===== config.mk =====
export PLATFORM = sky130hd
export DESIGN_NAME = power_down_mode_control
export DESIGN_NICKNAME = d
export VERILOG_FILES = /design/src/hdl/pdm_pkg.sv /design/src/hdl/power_down_mode_control.sv
export VERILOG_INCLUDE_DIRS = /design/src /design/src/hdl
export SDC_FILE = /design/constraint.sdc
export NUM_CORES = 1
export LEC_CHECK = 0
export BUFFER_PORTS_ARGS = -buffer_cell sky130_fd_sc_hd__buf_4
export CORE_MARGIN = 2
export CORE_UTILIZATION = 38
export CTS_CLUSTER_SIZE = 16
export DETAILED_ROUTE_END_ITERATION = 12
export GPL_ROUTABILITY_DRIVEN = 0
export MAX_ROUTING_LAYER = met4
export PLACE_DENSITY = 0.82
export SLEW_MARGIN = 10
export SYNTH_ARGS = -nofsm -noshare
export SYNTH_HDL_FRONTEND = slang
export SYNTH_SLANG_ARGS = --single-unit

===== constraint.sdc =====
create_clock -name CLK_SYS -period 1.9 [get_ports CLK_SYS]
set_clock_uncertainty 0.05 [all_clocks]
set_input_delay 0.19 -clock CLK_SYS [delete_from_list [all_inputs] [get_ports CLK_SYS]]
set_output_delay 0.19 -clock CLK_SYS [all_outputs]
set_load 0.01 [all_outputs]

===== src/hdl/pdm_defines.svh =====
// power-down controller constants: register offset, field positions, reset values
// assumes inclusion by bare name from the design module and the testbench
`ifndef PDM_DEFINES_SVH
`define PDM_DEFINES_SVH
`define STBY_CTRL_OFFSET 32'hffff8614
`define STBY_CTRL_RESET 8'h1f
`define STBY_SEL_BIT 7
`define PORT_FLOAT_BIT 6
`define STBY_RSVD_ONES 8'h1f
`define STBY_RSVD_MASK 8'h3f
`define RD_UNMAPPED 8'h00
`endif


===== src/hdl/pdm_pkg.sv =====
// types shared by the power-down mode controller
// uses no macros from pdm_defines.svh
package pdm_pkg;
	// power state of the device
	typedef enum logic [1:0] {
		ST_RUN,
		ST_SLEEP,
		ST_STANDBY
	} pwr_state_e;
	// register bus request
	typedef struct packed {
		logic [31:0] addr;
		logic [7:0] wdata;
		logic wr;
		logic rd;
	} reg_req_s;
	// wake sources seen by the controller
	typedef struct packed {
		logic irq_accepted;
		logic addr_err;
	} wake_src_s;
endpackage


===== src/hdl/power_down_mode_control.sv =====
// power-down mode controller: sleep and standby entry and exit, standby control register
// assumes cpu raises a one-cycle halt pulse, interrupt logic reports only accepted interrupts,
// and the manual reset pin arrives synchronous to CLK_SYS
//
// Decided for this implementation: the strobed register port.
`timescale 1ns/1ps
`include "pdm_defines.svh"

module power_down_mode_control (
	input wire logic CLK_SYS, // 25 MHz system clock
	input wire logic RSTN, // async active-low power-on reset
	input wire logic MANUAL_RESET_N, // manual reset pin, active low
	input wire pdm_pkg::reg_req_s REG_REQ, // register bus request
	output logic [7:0] REG_RDATA, // read data, one cycle after read strobe
	input wire logic HALT_EXEC, // one-cycle pulse: cpu executes halt instruction
	input wire pdm_pkg::wake_src_s WAKE, // accepted interrupt, address error
	input wire logic WDT_RUN_ENABLE, // watchdog running
	output logic CPU_HALT, // cpu stopped
	output logic CLK_GATE, // clock stopped (standby)
	output logic PERIPH_HALT, // peripherals stopped (standby)
	output logic PORT_FLOAT, // port pins to high impedance
	output logic PORT_HOLD, // port pins frozen at current state
	output logic WAKE_EXC, // pulse: start exception processing on wake
	output logic MANUAL_RESET_OUT, // pulse: manual reset issued
	output pdm_pkg::pwr_state_e PWR_STATE // current power state
);
	import pdm_pkg::*;

	logic rst_s1_r, rst_s2_r;
	logic stby_sel_r, port_float_sel_r;
	pwr_state_e state_r, state_nxt;
	logic manual_reset_n_prev_r;
	logic manual_reset_n_event;

	// reset release synchroniser; assertion is asynchronous
	always_ff @(posedge CLK_SYS or negedge RSTN) begin
		if (!RSTN) begin
			rst_s1_r <= 1'b0;
			rst_s2_r <= 1'b0;
		end else begin
			rst_s1_r <= 1'b1;
			rst_s2_r <= rst_s1_r;
		end
	end

	function automatic logic hit(input reg_req_s q);
		hit = (q.addr == `STBY_CTRL_OFFSET);
	endfunction

	// standby decode, shared by the gating and port mode outputs
	function automatic logic is_standby(input pwr_state_e s);
		is_standby = (s == ST_STANDBY);
	endfunction

	// any wake source other than a reset; interrupts arrive already filtered by priority and mask
	function automatic logic wake_any(input wake_src_s w);
		wake_any = w.irq_accepted || w.addr_err;
	endfunction

	// control bits; setting refused while watchdog runs, clearing always allowed
	always_ff @(posedge CLK_SYS or negedge rst_s2_r) begin
		if (!rst_s2_r) begin
			stby_sel_r <= 1'b0; // top bit of the reset value
			port_float_sel_r <= 1'b0;
		end else if (REG_REQ.wr && hit(REG_REQ)) begin
			if (!(REG_REQ.wdata[`STBY_SEL_BIT] && WDT_RUN_ENABLE))
				stby_sel_r <= REG_REQ.wdata[`STBY_SEL_BIT];
			if (!(REG_REQ.wdata[`PORT_FLOAT_BIT] && WDT_RUN_ENABLE))
				port_float_sel_r <= REG_REQ.wdata[`PORT_FLOAT_BIT];
		end
	end

	// read data, registered; reserved bits are constant and writes to them ignored
	always_ff @(posedge CLK_SYS or negedge rst_s2_r) begin
		if (!rst_s2_r) begin
			REG_RDATA <= 8'h00;
		end else if (REG_REQ.rd && hit(REG_REQ)) begin
			REG_RDATA <= {stby_sel_r, port_float_sel_r, 6'h00} | `STBY_RSVD_ONES;
		end else begin
			REG_RDATA <= `RD_UNMAPPED;
		end
	end

	// manual reset acts on falling pin edge; power-on is high here since we run
	assign manual_reset_n_event = manual_reset_n_prev_r && !MANUAL_RESET_N;

	always_ff @(posedge CLK_SYS or negedge rst_s2_r) begin
		if (!rst_s2_r) begin
			manual_reset_n_prev_r <= 1'b1;
		end else begin
			manual_reset_n_prev_r <= MANUAL_RESET_N;
		end
	end

	// power state; standby has no exit but the async power-on reset
	always_comb begin
		state_nxt = state_r;
		case (state_r)
			ST_RUN: begin
				if (HALT_EXEC)
					state_nxt = stby_sel_r ? ST_STANDBY : ST_SLEEP;
			end
			ST_SLEEP: begin
				if (manual_reset_n_event || WAKE.irq_accepted || WAKE.addr_err)
					state_nxt = ST_RUN;
			end
			ST_STANDBY: begin
				state_nxt = ST_STANDBY;
			end
			default: begin
				state_nxt = ST_RUN;
			end
		endcase
		if (manual_reset_n_event && state_r != ST_STANDBY)
			state_nxt = ST_RUN;
	end

	// power-on reset returns to run from any state
	always_ff @(posedge CLK_SYS or negedge rst_s2_r) begin
		if (!rst_s2_r) begin
			state_r <= ST_RUN;
		end else begin
			state_r <= state_nxt;
		end
	end

	// power state mirror; the cpu stops on the edge after the halt pulse
	always_ff @(posedge CLK_SYS or negedge rst_s2_r) begin
		if (!rst_s2_r) begin
			PWR_STATE <= ST_RUN;
		end else begin
			PWR_STATE <= state_nxt;
		end
	end

	// halt and gating levels follow next state: a wider cone traded for no extra latency
	always_ff @(posedge CLK_SYS or negedge rst_s2_r) begin
		if (!rst_s2_r) begin
			CPU_HALT <= 1'b0;
			CLK_GATE <= 1'b0;
			PERIPH_HALT <= 1'b0;
		end else begin
			CPU_HALT <= (state_nxt != ST_RUN);
			CLK_GATE <= is_standby(state_nxt);
			PERIPH_HALT <= is_standby(state_nxt);
		end
	end

	// port pin mode only matters in standby; outside it the pins behave normally
	always_ff @(posedge CLK_SYS or negedge rst_s2_r) begin
		if (!rst_s2_r) begin
			PORT_FLOAT <= 1'b0;
			PORT_HOLD <= 1'b0;
		end else begin
			PORT_FLOAT <= is_standby(state_nxt) && port_float_sel_r;
			PORT_HOLD <= is_standby(state_nxt) && !port_float_sel_r;
		end
	end

	// one-cycle pulses; manual reset takes precedence over exception start
	always_ff @(posedge CLK_SYS or negedge rst_s2_r) begin
		if (!rst_s2_r) begin
			WAKE_EXC <= 1'b0;
			MANUAL_RESET_OUT <= 1'b0;
		end else begin
			WAKE_EXC <= (state_r == ST_SLEEP) && !manual_reset_n_event && wake_any(WAKE);
			MANUAL_RESET_OUT <= manual_reset_n_event && (state_r != ST_STANDBY);
		end
	end
endmodule // power_down_mode_control


==> summary.md <==
| Metric | Value |
|---|---|
| Peak VDD IR | approximately 360 µV |
| Die Y | about 48 µm |
| Crit path required time | 2.01 ns |
| Largest family of logic cells by synthesized area | simple AND/OR/NAND/NOR gates |
| Post-Synth XOR/XNOR Area | 0% |
| Final count of hold timing violations | 0 |
| Clk sinks | 16 |
| Type of the tightest min-delay check | primary input to flop |
| Fraction of the mapped netlist area in adder cells | 0% |
| Actual slew at the worst max-slew pin | 0.510 ns |
| Worst r2r dst | CPU_HALT |
| Fin crit share | 82.8% |
| Mapped Cells | 60 |
| Setup crit end | CPU_HALT |
| Hpwl dp | approximately 1500 µm |
| DRT Pass-1 Iters | 4 |
| ANT nets after route | 0 |
| Chip width | between 40 and 50 µm |
| Largest net degree at the start of global routing | 15 |
| Clock root cell | clkbuf_4 |
| Initial antenna violation count | 0 |
| Post-Synth Simple-Gate Area | between 20% and 30% |
| Vias in the first global route | 634 |
| Via density | around 4.7 |
| Die area | 2260 µm² |
| Core area | between 1500 and 2000 µm² |
| Pwr per Cell Area | 544 nW/µm² |
| Fin. max-slew vios | 0 |
| Fraction of layout cells with a size suffix above 1 | about three fifths |
| Clock Path Buffers | 2 |
| Setup_tns | 0 ns |
| Unrepaired setup endpoints after global routing | false |
| Reg with most FFs | REG_RDATA |
| Seq cells post-synth | 16 |
| Largest register FFs | 3 |
| Global-route wire length before repair | approximately 2500 µm |
| Setup Buffers After CTS | 0 |
| Synth unique cells | 22 |
| Leakage power | 0.637 nW |
| Status | completed |
| Gr usage total | between 15 and 20% |
| IO Pins | 66 |
| Fin Hold WS | 0.0537 ns |
| Num CTS Buffers | 3 |
| CP startpoint | MANUAL_RESET_N |
| Post-CTS sizing | 0 |
| Drt first-iter violations | 9 |
| Commonest cells after routing, fill and taps aside | 58 x buf_4, 15 x dfrtp_1, 5 x a31oi_1 |
| Min cycle time layout | 1.57 ns |
| P&R area growth vs syn | 65.0% |
| Final WL | approximately 1700 µm |
| Largest regs | REG_RDATA (3), PWR_STATE (2) |
| Critical-path cell list | dlygate4sd3_1 -> buf_4 -> nand2b_1 -> a31oi_1 -> nor2_1 -> or2_2 |
| Antenna Cells | 0 |
| Register-to-Register Path Depth | 4 |
| Synth Warn # | 0 |
| Worst-skew pair later-pin latency | about 0.28 ns |
| Area of the mapped netlist | about 720 µm² |
| Max incr delay on CP | ~0.53 ns |
| Reg2reg start | manual_reset_n_prev_r |
| Post-synthesis sequential area ratio | 55.8% |
| # DRC | 0 |
| H-tree depth | 1 |
| Total grt overflow | 0 |
| CTS tree | built |
| Clk pin slew, worst setup/hold paths | 0.09 ns |
| Initial core utilization | between 40% and 50% |
| Row cnt | 15 |
| Crit-path max FO | 3 |
| Crit path capture type | flop |
| Post-Syn Nets | 109 |
| Commonest non-fill, non-tap cell in the layout | buf_4 |
| Post-synthesis mux area share | 0% |
| Nets | around 170 |
| Routed len/inst | ~12 µm |
| Post-synthesis compound-gate area fraction | under 10% |
| # Max-Cap Violations | 0 |
| R2R setup slack | 0.47 ns |
| Crit path arrival time | about 1.7 ns |
| # setup viols final | 0 |
| Worst Setup Start Kind | primary input |
| Slew Limit Headroom | 66.0% |
| Critical-path top delay cell | dlygate4sd3_1 |
| DR vias | just under 700 |
| CP Class | primary input to flop |
| PortBufs | 58 |
| Synth Area per Inst | between 10 and 15 µm² |
| F_max | between 600 and 700 MHz |
## cell families (layout without fill, tap and decap cells)
| family | after synthesis | after routing |
|---|---|---|
| flops | 16 | 16 |
| other cells | 2 | 2 |
| buf+inv | 9 | 67 |
| compound gates | 7 | 7 |
| simple gates | 26 | 26 |
## metrics by stage
step / total power [mW] / setup slack, ns / util (%) / area, µm² / std cells
after CTS: 0.649 / 0.324 / 68.0 / 1190 / 143
after global routing: 0.673 / 0.276 / 68.0 / 1190 / 143
after detailed placement: 0.474 / 0.222 / 65.4 / 1140 / 137
final: 0.646 / 0.327 / 68.0 / 1190 / 143
after floorplan: 0.393 / 0.416 / - / 719 / 60
after global placement: 0.470 / 0.255 / 65.4 / 1140 / 137
## layout make-up
cell class	instances	area, µm²
clock buffer	4	26.3
fill	149	558
inverter	3	11.3
multi-input combinational	35	262
sequential	16	402
tap	25	31.3
timing repair buffer	60	455
## power breakdown
group / internal, mW / switching, mW
registers: 0.351 / 0.0107
logic: 0.0757 / 0.0323
clock network: 0.0813 / 0.0954
## Yosys cell counts, drive strengths merged
cell type  instances  area, µm²
buf                6       45.0
conb               2       7.51
a21oi              1       5.00
nor2               4       15.0
and2               4       26.3
dfrtp             15        375
or4bb              1       11.3
or4b               3       37.5
a31oi              5       31.3
nor4               3       48.8
and3               1       11.3
nor3               2       10.0
a22oi              1       7.51
nand4              4       25.0
dfstp              1       26.3
inv                3       11.3
nor2b              2       12.5
nand2b             1       6.26
or2                1       6.26
## worst min-delay path by stage
| stage | cells past startpoint | from | endpoint | slack (ns) |
|---|---|---|---|---|
| detailed placement | 1 | RSTN | rst_s2_r | -0.07 |
| CTS | 2 | REG_REQ[1] | port_float_sel_r | 0.05 |
| finish | 2 | REG_REQ[1] | port_float_sel_r | 0.05 |
| global route | 2 | REG_REQ[1] | port_float_sel_r | 0.05 |
| floorplan | 0 | RSTN | rst_s1_r | -0.16 |
| global placement | 1 | RSTN | rst_s1_r | -0.08 |
## what timing repair did
item | CTS | global route
endpoints found under the hold margin | 3 | 0
hold buffers | 2 | 0
setup endpoints to repair | 0 | 0
## routing by layer
metal	vias to the layer above	share of wire, %	global-route usage (%)
met4	0	2.0	8.33
met1	300	33	16.2
met3	4	7.4	1.89
met2	46	57	32.7
met5	-	0	-
li1	323	-	-
## critical path, delay by kind of cell
| kind | cells | cell delay (ns) |
|---|---|---|
| AND/OR/NAND/NOR | 3 | 0.54 |
| AO/OA/AOI/OAI | 1 | 0.28 |
| buffers and inverters | 2 | 0.67 |
Note: power is estimated with default switching activity, not from simulation.
